**src/hdl/timer_b_pkg.sv**
```systemverilog
// Package with constants and carrier types for the prescaled timer b
package timer_b_pkg;

  // ----------------------------------------------------------------
  // Operating modes and count sources
  // ----------------------------------------------------------------
  localparam logic [1:0] MODE_TIMER = 2'h0;
  localparam logic [1:0] MODE_WAVE = 2'h1;
  localparam logic [1:0] MODE_ONESHOT = 2'h2;
  localparam logic [1:0] MODE_WAIT_ONESHOT = 2'h3;

  localparam logic [1:0] SRC_F1 = 2'h0;
  localparam logic [1:0] SRC_F8 = 2'h1;
  localparam logic [1:0] SRC_COMPANION = 2'h2;
  localparam logic [1:0] SRC_F2 = 2'h3;

  // ----------------------------------------------------------------
  // Reset values and divider widths
  // ----------------------------------------------------------------
  localparam logic [7:0] RELOAD_RESET = 8'hFF;
  localparam int DIV8_WIDTH = 3;

  // ----------------------------------------------------------------
  // Carrier types
  // ----------------------------------------------------------------
  typedef struct packed {
    logic [1:0] op_mode;
    logic [1:0] source_sel;
    logic source_cut_bit;
    logic write_target_sel;
  } mode_cfg_t;

  typedef struct packed {
    logic wr_prescaler;
    logic wr_secondary;
    logic wr_primary;
    logic [7:0] data;
  } reg_write_t;

  typedef struct packed {
    logic [7:0] prescaler_reg;
    logic [7:0] primary_reload_reg;
    logic [7:0] secondary_reload_reg;
  } reg_read_t;

endpackage

```
**src/hdl/count_source_gen.sv**
```systemverilog
// Count source selector producing one-cycle enables of the system clock
`timescale 1ns/1ns
`default_nettype none
module count_source_gen (
  // Clock and reset
  input wire logic clock,
  input wire logic srst,
  // Selection
  input wire logic [1:0] source_sel,
  input wire logic source_cut_bit,
  // Companion timer underflow, same clock domain
  input wire logic companion_underflow,
  // Count source tick
  output logic source_tick
);

  // ----------------------------------------------------------------
  // Free running divider for f2 and f8
  // ----------------------------------------------------------------
  logic [timer_b_pkg::DIV8_WIDTH-1:0] div;
  logic [timer_b_pkg::DIV8_WIDTH-1:0] next_div;
  logic next_tick;

  always_comb begin
    next_div = div + 3'h1;
    next_tick = 1'b0;
    if (!source_cut_bit) begin
      unique case (source_sel)
        timer_b_pkg::SRC_F1: next_tick = 1'b1;
        timer_b_pkg::SRC_F2: next_tick = div[0];
        timer_b_pkg::SRC_F8: next_tick = &div;
        timer_b_pkg::SRC_COMPANION: next_tick = companion_underflow;
      endcase
    end
  end

  always_ff @(posedge clock) begin
    if (srst) begin
      div <= '0;
      source_tick <= 1'b0;
    end else begin
      div <= next_div;
      source_tick <= next_tick;
    end
  end

endmodule
`default_nettype wire

```
**src/hdl/prescaled_timer_b.sv**
```systemverilog
// Eight bit prescaler and eight bit down counter with primary and secondary reload
// ----------------------------------------------------------------
// Summary of operation
// - Forced stop returns prescaler, reloads, start, status and one-shot status to reset.
// - Status flag shows counting in timer/waveform modes, trigger accepted in one-shot modes.
// - One-shot control takes effect only in one-shot modes.
// - Forced stop loads FFh into prescaler, secondary and primary registers.
// - With both reloads in use, primary and secondary alternate on successive underflows.
// - Primary register read returns live timer count, even in secondary period.
// - Count source is f1, f2, f8 or companion timer underflow.
// - Timer mode counts down and reloads primary on underflow.
// - Division equals (prescaler+1) times (primary+1).
// - Writing start bit 1 begins counting.
// - Writing start bit 0 or forced stop 1 stops counting.
// - Each timer underflow in timer mode raises an interrupt request unless a pending reload-to-counter transfer replaces it.
// - Count readable through primary and prescaler registers.
// - Writes while stopped update reload and counter.
// - While counting in timer mode, target select 0 writes both, 1 writes reload only; other modes write reload only.
// - Reload-to-counter transfers synchronise to source and prescaler underflow.
// - Timer mode ignores one-shot control and secondary register.
// - Eight bit timer stage fed by eight bit prescaler, each reload plus counter.
// - Mode field selects timer, waveform, one-shot and wait one-shot.
// ----------------------------------------------------------------
`timescale 1ns/1ns
`default_nettype none
module prescaled_timer_b (
  // Clock and reset
  input wire logic clock,
  input wire logic srst,
  // Control register writes
  input wire logic ctrl_write,
  input wire logic count_start_bit,
  input wire logic forced_stop_bit,
  // Mode register
  input wire timer_b_pkg::mode_cfg_t mode_cfg,
  // One-shot control: trigger request
  input wire logic oneshot_trigger,
  // Data register writes
  input wire timer_b_pkg::reg_write_t reg_write,
  // Companion timer underflow
  input wire logic companion_underflow,
  // Status and readback
  output timer_b_pkg::reg_read_t reg_read,
  output logic start_state,
  output logic count_status_flag,
  output logic oneshot_status_flag,
  output logic underflow_irq
);

  // ----------------------------------------------------------------
  // Count source
  // ----------------------------------------------------------------
  logic source_tick;

  count_source_gen u_source (
    .clock(clock),
    .srst(srst),
    .source_sel(mode_cfg.source_sel),
    .source_cut_bit(mode_cfg.source_cut_bit),
    .companion_underflow(companion_underflow),
    .source_tick(source_tick)
  );

  // ----------------------------------------------------------------
  // State
  // ----------------------------------------------------------------
  logic [7:0] pre_reload, pre_count, pri_reload, sec_reload, tmr_count;
  logic [7:0] next_pre_reload, next_pre_count, next_pri_reload, next_sec_reload;
  logic [7:0] next_tmr_count;
  logic pre_pending, tmr_pending, next_pre_pending, next_tmr_pending;
  logic start, running, in_secondary, oneshot_flag, irq;
  logic next_start, next_running, next_in_secondary, next_oneshot_flag, next_irq;
  logic is_timer, is_oneshot, alternate, write_both, pre_under, tmr_under;

  always_comb begin
    is_timer = (mode_cfg.op_mode == timer_b_pkg::MODE_TIMER);
    is_oneshot = mode_cfg.op_mode[1];
    alternate = !is_timer;
    // Outside timer mode target select is assumed 1 by software
    write_both = !running || (is_timer && !mode_cfg.write_target_sel);
    pre_under = running && source_tick && (pre_count == 8'h00);
    tmr_under = pre_under && (tmr_count == 8'h00);

    next_pre_reload = pre_reload;
    next_pre_count = pre_count;
    next_pri_reload = pri_reload;
    next_sec_reload = sec_reload;
    next_tmr_count = tmr_count;
    next_pre_pending = pre_pending;
    next_tmr_pending = tmr_pending;
    next_start = start;
    next_running = running;
    next_in_secondary = in_secondary;
    next_oneshot_flag = oneshot_flag;
    next_irq = 1'b0;

    // Prescaler stage: reload-synchronised transfer on the count source
    if (running && source_tick) begin
      if (pre_pending) begin
        next_pre_count = pre_reload;
        next_pre_pending = 1'b0;
      end else if (pre_under) begin
        next_pre_count = pre_reload;
      end else begin
        next_pre_count = pre_count - 8'h01;
      end
    end

    // Timer stage steps on prescaler underflow
    if (pre_under) begin
      if (tmr_pending) begin
        next_tmr_count = pri_reload;
        next_tmr_pending = 1'b0;
        next_in_secondary = 1'b0;
      end else if (tmr_under) begin
        next_irq = is_timer || in_secondary;
        if (alternate && !in_secondary) begin
          next_tmr_count = sec_reload;
          next_in_secondary = 1'b1;
        end else begin
          next_tmr_count = pri_reload;
          next_in_secondary = 1'b0;
        end
      end else begin
        next_tmr_count = tmr_count - 8'h01;
      end
    end

    // Register writes
    if (reg_write.wr_prescaler) begin
      next_pre_reload = reg_write.data;
      if (!running) begin
        next_pre_count = reg_write.data;
      end else if (write_both) begin
        next_pre_pending = 1'b1;
      end
    end
    if (reg_write.wr_secondary && !is_timer) begin
      next_sec_reload = reg_write.data;
    end
    if (reg_write.wr_primary) begin
      next_pri_reload = reg_write.data;
      if (!running) begin
        next_tmr_count = reg_write.data;
        next_in_secondary = 1'b0;
      end else if (write_both) begin
        next_tmr_pending = 1'b1;
      end
    end

    // Start and stop
    if (ctrl_write) begin
      next_start = count_start_bit;
    end
    if (is_oneshot && oneshot_trigger && start) begin
      next_oneshot_flag = 1'b1;
    end
    // Status follows a start at the next count source edge, a stop on the next clock
    if (source_tick || !start) begin
      next_running = start && (!is_oneshot || oneshot_flag);
    end
    // Clearing on the start bit alone leaves no secondary phase behind by the time
    // software may change the mode, so timer mode never inherits it
    if (!start) begin
      next_in_secondary = 1'b0;
    end

    // Forced stop wins over all but the interrupt pulse
    if (ctrl_write && forced_stop_bit) begin
      next_pre_reload = timer_b_pkg::RELOAD_RESET;
      next_pre_count = timer_b_pkg::RELOAD_RESET;
      next_pri_reload = timer_b_pkg::RELOAD_RESET;
      next_sec_reload = timer_b_pkg::RELOAD_RESET;
      next_tmr_count = timer_b_pkg::RELOAD_RESET;
      next_pre_pending = 1'b0;
      next_tmr_pending = 1'b0;
      next_start = 1'b0;
      next_running = 1'b0;
      next_in_secondary = 1'b0;
      next_oneshot_flag = 1'b0;
    end
  end

  always_ff @(posedge clock) begin
    if (srst) begin
      pre_reload <= timer_b_pkg::RELOAD_RESET;
      pre_count <= timer_b_pkg::RELOAD_RESET;
      pri_reload <= timer_b_pkg::RELOAD_RESET;
      sec_reload <= timer_b_pkg::RELOAD_RESET;
      tmr_count <= timer_b_pkg::RELOAD_RESET;
      pre_pending <= 1'b0;
      tmr_pending <= 1'b0;
      start <= 1'b0;
      running <= 1'b0;
      in_secondary <= 1'b0;
      oneshot_flag <= 1'b0;
      irq <= 1'b0;
    end else begin
      pre_reload <= next_pre_reload;
      pre_count <= next_pre_count;
      pri_reload <= next_pri_reload;
      sec_reload <= next_sec_reload;
      tmr_count <= next_tmr_count;
      pre_pending <= next_pre_pending;
      tmr_pending <= next_tmr_pending;
      start <= next_start;
      running <= next_running;
      in_secondary <= next_in_secondary;
      oneshot_flag <= next_oneshot_flag;
      irq <= next_irq;
    end
  end

  // ----------------------------------------------------------------
  // Outputs, all registered
  // ----------------------------------------------------------------
  always_ff @(posedge clock) begin
    if (srst) begin
      reg_read <= '{default: timer_b_pkg::RELOAD_RESET};
      start_state <= 1'b0;
      count_status_flag <= 1'b0;
      oneshot_status_flag <= 1'b0;
      underflow_irq <= 1'b0;
    end else begin
      reg_read.prescaler_reg <= next_pre_count;
      reg_read.primary_reload_reg <= next_tmr_count;
      reg_read.secondary_reload_reg <= next_sec_reload;
      start_state <= next_start;
      count_status_flag <= next_running;
      oneshot_status_flag <= next_oneshot_flag;
      underflow_irq <= next_irq;
    end
  end

  // ----------------------------------------------------------------
  // Checks
  // ----------------------------------------------------------------
  stop_clears_a: assert property (@(posedge clock) disable iff (srst)
    ctrl_write && forced_stop_bit |=> !start_state && !count_status_flag && !oneshot_status_flag)
    else $error("forced stop did not clear status");
  stop_loads_a: assert property (@(posedge clock) disable iff (srst)
    ctrl_write && forced_stop_bit |=> reg_read.prescaler_reg == 8'hFF &&
      reg_read.primary_reload_reg == 8'hFF && reg_read.secondary_reload_reg == 8'hFF)
    else $error("forced stop did not load FFh");
  start_sets_a: assert property (@(posedge clock) disable iff (srst)
    ctrl_write && count_start_bit && !forced_stop_bit |=> start_state)
    else $error("start bit not taken");
  stop_halts_a: assert property (@(posedge clock) disable iff (srst)
    ctrl_write && !count_start_bit |=> !start_state ##1 !count_status_flag)
    else $error("stop did not halt count");
  // At most one pulse per underflow; with both stages at zero on f1 in timer mode the pulses run back to back
  irq_pulse_a: assert property (@(posedge clock) disable iff (srst)
    !tmr_under |=> !underflow_irq)
    else $error("interrupt without underflow");
  timer_irq_a: assert property (@(posedge clock) disable iff (srst)
    is_timer && tmr_under && !tmr_pending |=> underflow_irq)
    else $error("missing underflow interrupt");
  reload_primary_a: assert property (@(posedge clock) disable iff (srst)
    is_timer && tmr_under && !tmr_pending && !reg_write.wr_primary &&
      !(ctrl_write && forced_stop_bit) |=> reg_read.primary_reload_reg == $past(pri_reload))
    else $error("timer did not reload primary");
  idle_frozen_a: assert property (@(posedge clock) disable iff (srst)
    !running && reg_write.wr_primary && !(ctrl_write && forced_stop_bit)
      |=> reg_read.primary_reload_reg == $past(reg_write.data))
    else $error("stopped write missed counter");
  no_secondary_a: assert property (@(posedge clock) disable iff (srst)
    is_timer |-> !in_secondary)
    else $error("secondary used in timer mode");

  // ----------------------------------------------------------------
  // Checks on reload and write paths
  // ----------------------------------------------------------------
  prescale_reload_a: assert property (@(posedge clock) disable iff (srst)
    pre_under && !pre_pending && !(ctrl_write && forced_stop_bit)
      |=> reg_read.prescaler_reg == $past(pre_reload))
    else $error("prescaler did not reload");
  stopped_hold_a: assert property (@(posedge clock) disable iff (srst)
    !running && !reg_write.wr_primary && !(ctrl_write && forced_stop_bit)
      |=> $stable(reg_read.primary_reload_reg))
    else $error("timer moved while stopped");
  oneshot_gate_a: assert property (@(posedge clock) disable iff (srst)
    !is_oneshot && !oneshot_status_flag |=> !oneshot_status_flag)
    else $error("one-shot status set outside one-shot modes");
  reload_only_a: assert property (@(posedge clock) disable iff (srst)
    running && mode_cfg.write_target_sel && reg_write.wr_primary && !tmr_pending
      |=> !tmr_pending)
    else $error("reload-only write reached the counter");
  secondary_lock_a: assert property (@(posedge clock) disable iff (srst)
    is_timer && reg_write.wr_secondary && !(ctrl_write && forced_stop_bit)
      |=> reg_read.secondary_reload_reg == $past(sec_reload))
    else $error("secondary written in timer mode");
  alternate_load_a: assert property (@(posedge clock) disable iff (srst)
    !is_timer && tmr_under && !tmr_pending && !in_secondary &&
      !(ctrl_write && forced_stop_bit) |=> reg_read.primary_reload_reg == $past(sec_reload))
    else $error("secondary value not loaded after primary");
  cov_oneshot_c: cover property (@(posedge clock) disable iff (srst) $rose(oneshot_status_flag));
  cov_irq_c: cover property (@(posedge clock) disable iff (srst) underflow_irq);
  cov_alt_c: cover property (@(posedge clock) disable iff (srst) $rose(in_secondary));
  cov_pend_c: cover property (@(posedge clock) disable iff (srst) tmr_pending ##[1:50] !tmr_pending);

endmodule
`default_nettype wire

```
**config.mk**
```make
export PLATFORM = sky130hd
export DESIGN_NAME = prescaled_timer_b
export DESIGN_NICKNAME = d
export VERILOG_FILES = /design/src/hdl/timer_b_pkg.sv /design/src/hdl/count_source_gen.sv /design/src/hdl/prescaled_timer_b.sv
export SDC_FILE = /design/constraint.sdc
export NUM_CORES = 1
export LEC_CHECK = 0
export BUFFER_PORTS_ARGS = -buffer_cell sky130_fd_sc_hd__buf_2
export CAP_MARGIN = 0
export CORE_AREA = 5 5 128 82
export CTS_CLUSTER_DIAMETER = 120
export CTS_CLUSTER_SIZE = 40
export DETAILED_ROUTE_END_ITERATION = 10
export DIE_AREA = 0 0 133 87
export PLACE_DENSITY = 0.58
export SYNTH_ARGS = -nofsm -noshare
export SYNTH_HDL_FRONTEND = slang
export SYNTH_HIERARCHICAL = 1
export SYNTH_SLANG_ARGS = --single-unit
export TNS_END_PERCENT = 10
```
**constraint.sdc**
```tcl
create_clock -name clock -period 5.65 [get_ports clock]
set_clock_uncertainty 0.15 [all_clocks]
set_input_delay 1.13 -clock clock [delete_from_list [all_inputs] [get_ports clock]]
set_output_delay 1.13 -clock clock [all_outputs]
set_load 0.02 [all_outputs]
```
======== Word level (Yosys, flattened, before mapping) ========
Cells that the tools add are included.
Widths: inputs -> output; s select.
cells by class
  $add $sub $neg .......................... 3
  equality and inequality tests ........... 3
  multiplexer cells ....................... 27
  bitwise operators ....................... 3
  reduce and logical (&&, ||, !) cells .... 29
operators with widths
  kind                 count
  $mux 8               12
  $logic_not 8->1      2
  $sub 8x1->8 const B  2
  $mux 1               14
  $logic_and 1x1->1    10
  $logic_not 1->1      6
  $eq 2x2->1 const B   2
  $logic_not 2->1      2
  $logic_or 1x1->1     4
  $pmux 1 s4           1
  $reduce_or 2->1      2
  $reduce_or 4->1      1
  $add 3x1->3 const B  1
  $not 1->1            3
  $reduce_and 3->1     1
  $reduce_or 3->1      1
  $eq 2x1->1 const B   1
word-level totals
  register bits after elaboration ......... 51
  bits of input ports ..................... 24

======== Depth between registers and ports, before layout ========
  depth in word-level cells ............... 9
  depth in mapped cells ................... 8
  depth with buffers taken out ............ 7

======== By module ========
Netlist, hierarchy kept.
by module, submodules not included
  module             times used  cells each  area an instance (um^2)
  prescaled_timer_b  1           297         2507.4
  count_source_gen   1           12          158.9

======== Worst setup path after synthesis ========
No wires, ideal clock.
  path type ............................... in2reg
  start point ............................. in mode_cfg[5] (netlist bit)
  end point ............................... reg reg_read[12] (netlist bit)
  data arrival time ....................... 2.159 ns
  required time ........................... 5.378 ns
  slack ................................... 3.219 ns
  cell stages on the path ................. 5
  buffers on the path ..................... 0
  path through ............................ o21bai_1 -> a31oi_1 -> nor2_1 -> a221o_1 -> o32a_1
between the ends
  longest elaborated chain between the ends .. 9
ends and longest elaborated chain
  what                 line                      source
  start, declared      prescaled_timer_b.sv:35   input wire timer_b_pkg::mode_cfg_t mode_cfg,
  $logic_not 2->1 *    prescaled_timer_b.sv:76   is_timer = (mode_cfg.op_mode == timer_b_pkg::MODE_TIMER);
  $logic_not 1->1 *    prescaled_timer_b.sv:78   alternate = !is_timer;
  $logic_and 1x1->1 *  prescaled_timer_b.sv:117  if (alternate && !in_secondary) begin
  $mux 8 *             prescaled_timer_b.sv:117
  $mux 8 *             prescaled_timer_b.sv:115  end else if (tmr_under) begin
  $mux 8 *             prescaled_timer_b.sv:111  if (tmr_pending) begin
  $mux 8 *             prescaled_timer_b.sv:110  if (pre_under) begin
  $mux 8               prescaled_timer_b.sv:143  if (!running) begin
  $mux 8 *             prescaled_timer_b.sv:141  if (reg_write.wr_primary) begin
  end, declared        prescaled_timer_b.sv:43   output timer_b_pkg::reg_read_t reg_read,
Every way passes the cells marked *; elsewhere a longest branch is shown, timed or not.
A chain may end at the register's enable or synchronous reset.

==> results.json <==
{
  "cts_made_buffers": 5,
  "finalNetCount": 382,
  "p_leak_nw": 1.32,
  "netlist_area_mm2": 0.00267,
  "netlist_instances": 309,
  "num_rows": 28,
  "first_global_vias": 2390,
  "hold_class": "reg2reg",
  "cp.required_ns": 5.68,
  "num_io_pins": 52,
  "dp_hpwl_um": 6180,
  "cts_root_buffer": "clkbuf_16",
  "yosysWarningCount": 6,
  "drc": 0,
  "drt_iter0_markers": 185,
  "relSlewSlack_pct": 24.2,
  "die_y_um": 87,
  "cp.arrival_ns": 2.62,
  "htree_num_levels": 2,
  "critical_path.max_fanout": 11,
  "ctsResizeCount": 0,
  "worstReg2RegStart": "reg_read[16]",
  "port_buffers": 51,
  "start_kind": "register",
  "fin_crit_sh_pct": 45.8,
  "synth_ff_type": "dfxtp_1",
  "startpoint": "reg_read[16]",
  "post_cts_buffers": 0,
  "grt_pass1_wl_um": 13200,
  "core_area_mm2": 0.00935,
  "num_vias": 2545,
  "powerDensity_mw_per_mm2": 253,
  "crit_path_end_kind": "register",
  "wl_um": 8070,
  "timing.final.hold_violations": 0,
  "first_pass_iters": 5,
  "area_growth_pct": 17.8,
  "place.gp.congestion": 0.918,
  "clk_pin_slew_ns": 0.06,
  "post_dp_cell_area_mm2": 0.00300,
  "power_w": 0.000795,
  "regArea_mm2": 0.00102,
  "syn_avg_cell_area_um2": 8.63,
  "ir_drop_v": 0.000109,
  "gr-usage-all-layers_pct": 14.4,
  "multiInputGateArea_mm2": 0.00154,
  "antenna_left": 0,
  "slowest_stage": "a31oi_1",
  "gr-total-overflow": 0,
  "status": "completed",
  "initial_core_util_pct": 28.5,
  "synth_seq_cells": 51,
  "die_area_mm2": 0.0116,
  "reg2reg_slack_ns": 3.06,
  "maxCapViolations": 0,
  "drive_gt1_share_pct": 21.0,
  "cts_buffer_depth": 2,
  "rsz0062_at_grt": "no",
  "synth-edff-count": 0,
  "min_from": "u_source/div[0]",
  "worstMarginPinSlew_ns": 1.13,
  "yosysUniqueCellTypes": 64,
  "clkLatencyLatePin_ns": 0.29,
  "antenna_cells": 0,
  "setup_tns_ns": 0,
  "cts_tree": "yes",
  "grt_max_degree": 33,
  "async_flop_share_pct": 0,
  "vias_per_cell": 5.38,
  "synth_area_leader_cell": "dfxtp_1",
  "max_clock_freq_mhz": 386,
  "drv_slew": 0,
  "synth_fp_nets": 339,
  "critPathKind": "reg2reg",
  "max_stage_delay_ns": 0.92,
  "synthTopCellsByArea": "dfxtp_1 38%, mux2i_1 8.3%, nand2_1 6.6%",
  "cts_sinks": 51,
  "die-width_um": 133,
  "antenna_found_initial": 0,
  "wl_per_cell_um": 17.1,
  "cts_hold_buf": 0,
  "min_period_ns": 2.59,
  "cp_cell_sequence": "inv_1, ha_1, nor4b_4, a31oi_1, nor2_1, a221oi_1, a21oi_1",
  "fillers": 972,
  "yosysTopAreaCellShare_pct": 38.3,
  "stdcell_area_mm2": 0.00314,
  "setup_viol": 0,
  "ys_seq_area_share_pct": 38.3
}
[synth_stat cells (6+ instances only)]
cell	count
a21oi_1	18
a31oi_1	9
clkbuf_1	9
dfxtp_1	51
ha_1	6
inv_1	7
mux2i_1	22
nand2_1	47
nand3_1	9
nor2_1	21
nor2b_1	9
nor3_1	9
o211ai_1	6
o21ai_0	12
[metrics by stage]
step	hold slack [ns]	util [%]	setup WS (ns)	std cells
after floorplan	0.265	-	3.22	309
after global placement	0.289	32.1	2.88	465
after detailed placement	0.312	32.1	2.84	465
after CTS	0.326	33.6	3.07	473
after global routing	0.349	33.6	2.89	473
final	0.321	33.6	3.06	473
[logic make-up after synthesis]
logic type | after synthesis | synth area share [%]
AO/OA/AOI/OAI | 80 | 20.6
AND/OR/NAND/NOR | 124 | 25.0
XOR/XNOR | 2 | 0.657
flip-flops | 51 | 38.3
multiplexers | 23 | 8.68
adder cells (fa/ha/maj) | 6 | 2.82
buffers and inverters | 23 | 3.99
[flip-flops by register name, indices dropped and copies added (netlist names), 3 cells and up]
register / count
reg_read: 24
u_source/div: 3
pre_reload: 8
pri_reload: 8
[cell usage in the layout, fill, tap and decap left out, types with 3 or more instances in the layout]
| master | n |
|---|---|
| o2111ai_1 | 3 |
| a22oi_1 | 3 |
| nand3_1 | 9 |
| inv_1 | 7 |
| nor3_1 | 9 |
| nand2_1 | 47 |
| ha_1 | 6 |
| a21oi_1 | 17 |
| nand2b_1 | 3 |
| o211ai_1 | 6 |
| nor2b_1 | 9 |
| buf_2 | 51 |
| mux2i_1 | 22 |
| nor2_1 | 21 |
| clkbuf_16 | 5 |
| o21ai_0 | 12 |
| a31oi_1 | 9 |
| a21o_1 | 3 |
| dfxtp_1 | 51 |
| nor4b_1 | 3 |
[worst max-delay path: cells and delay by family (launching register included)]
| kind | cells | cell delay, ns |
|---|---|---|
| AO/OA/AOI/OAI | 3 | 1.36 |
| adder cells (fa/ha/maj) | 1 | 0.21 |
| buffers and inverters | 1 | 0.09 |
| flip-flops | 1 | 0.37 |
| AND/OR/NAND/NOR | 2 | 0.29 |
[per-layer routing]
layer | share of wire, % | track usage, %
met1 | 51 | 22.3
met2 | 38 | 18.7
met3 | 9.9 | 4.50
met4 | 1.1 | 3.87
met5 | 0 | 0
[report_power, final]
group | leakage [nW] | internal [W] | total (W) | switching, W
sequential | 0.420 | 0.000378 | 0.000399 | 0.0000205
clock | 0.0679 | 0.000164 | 0.000294 | 0.000130
combinational | 0.830 | 0.0000389 | 0.000102 | 0.0000635
total | 1.32 | 0.000581 | 0.000795 | 0.000214
[worst paths after layout]
path,cells after the start,to
min,1,u_source/div[0]
max reg2reg,7,reg_read[23]
min reg2reg,1,u_source/div[0]
max,7,reg_read[23]
[area by class of cell]
class	instances	area share, %
clock inverter	1	0.159
timing repair buffer	52	8.37
inverter	7	0.837
multi-input combinational	235	49.1
clock buffer	7	4.22
tap	120	4.78
sequential	51	32.5
Note: power is estimated with default switching activity, not from simulation.
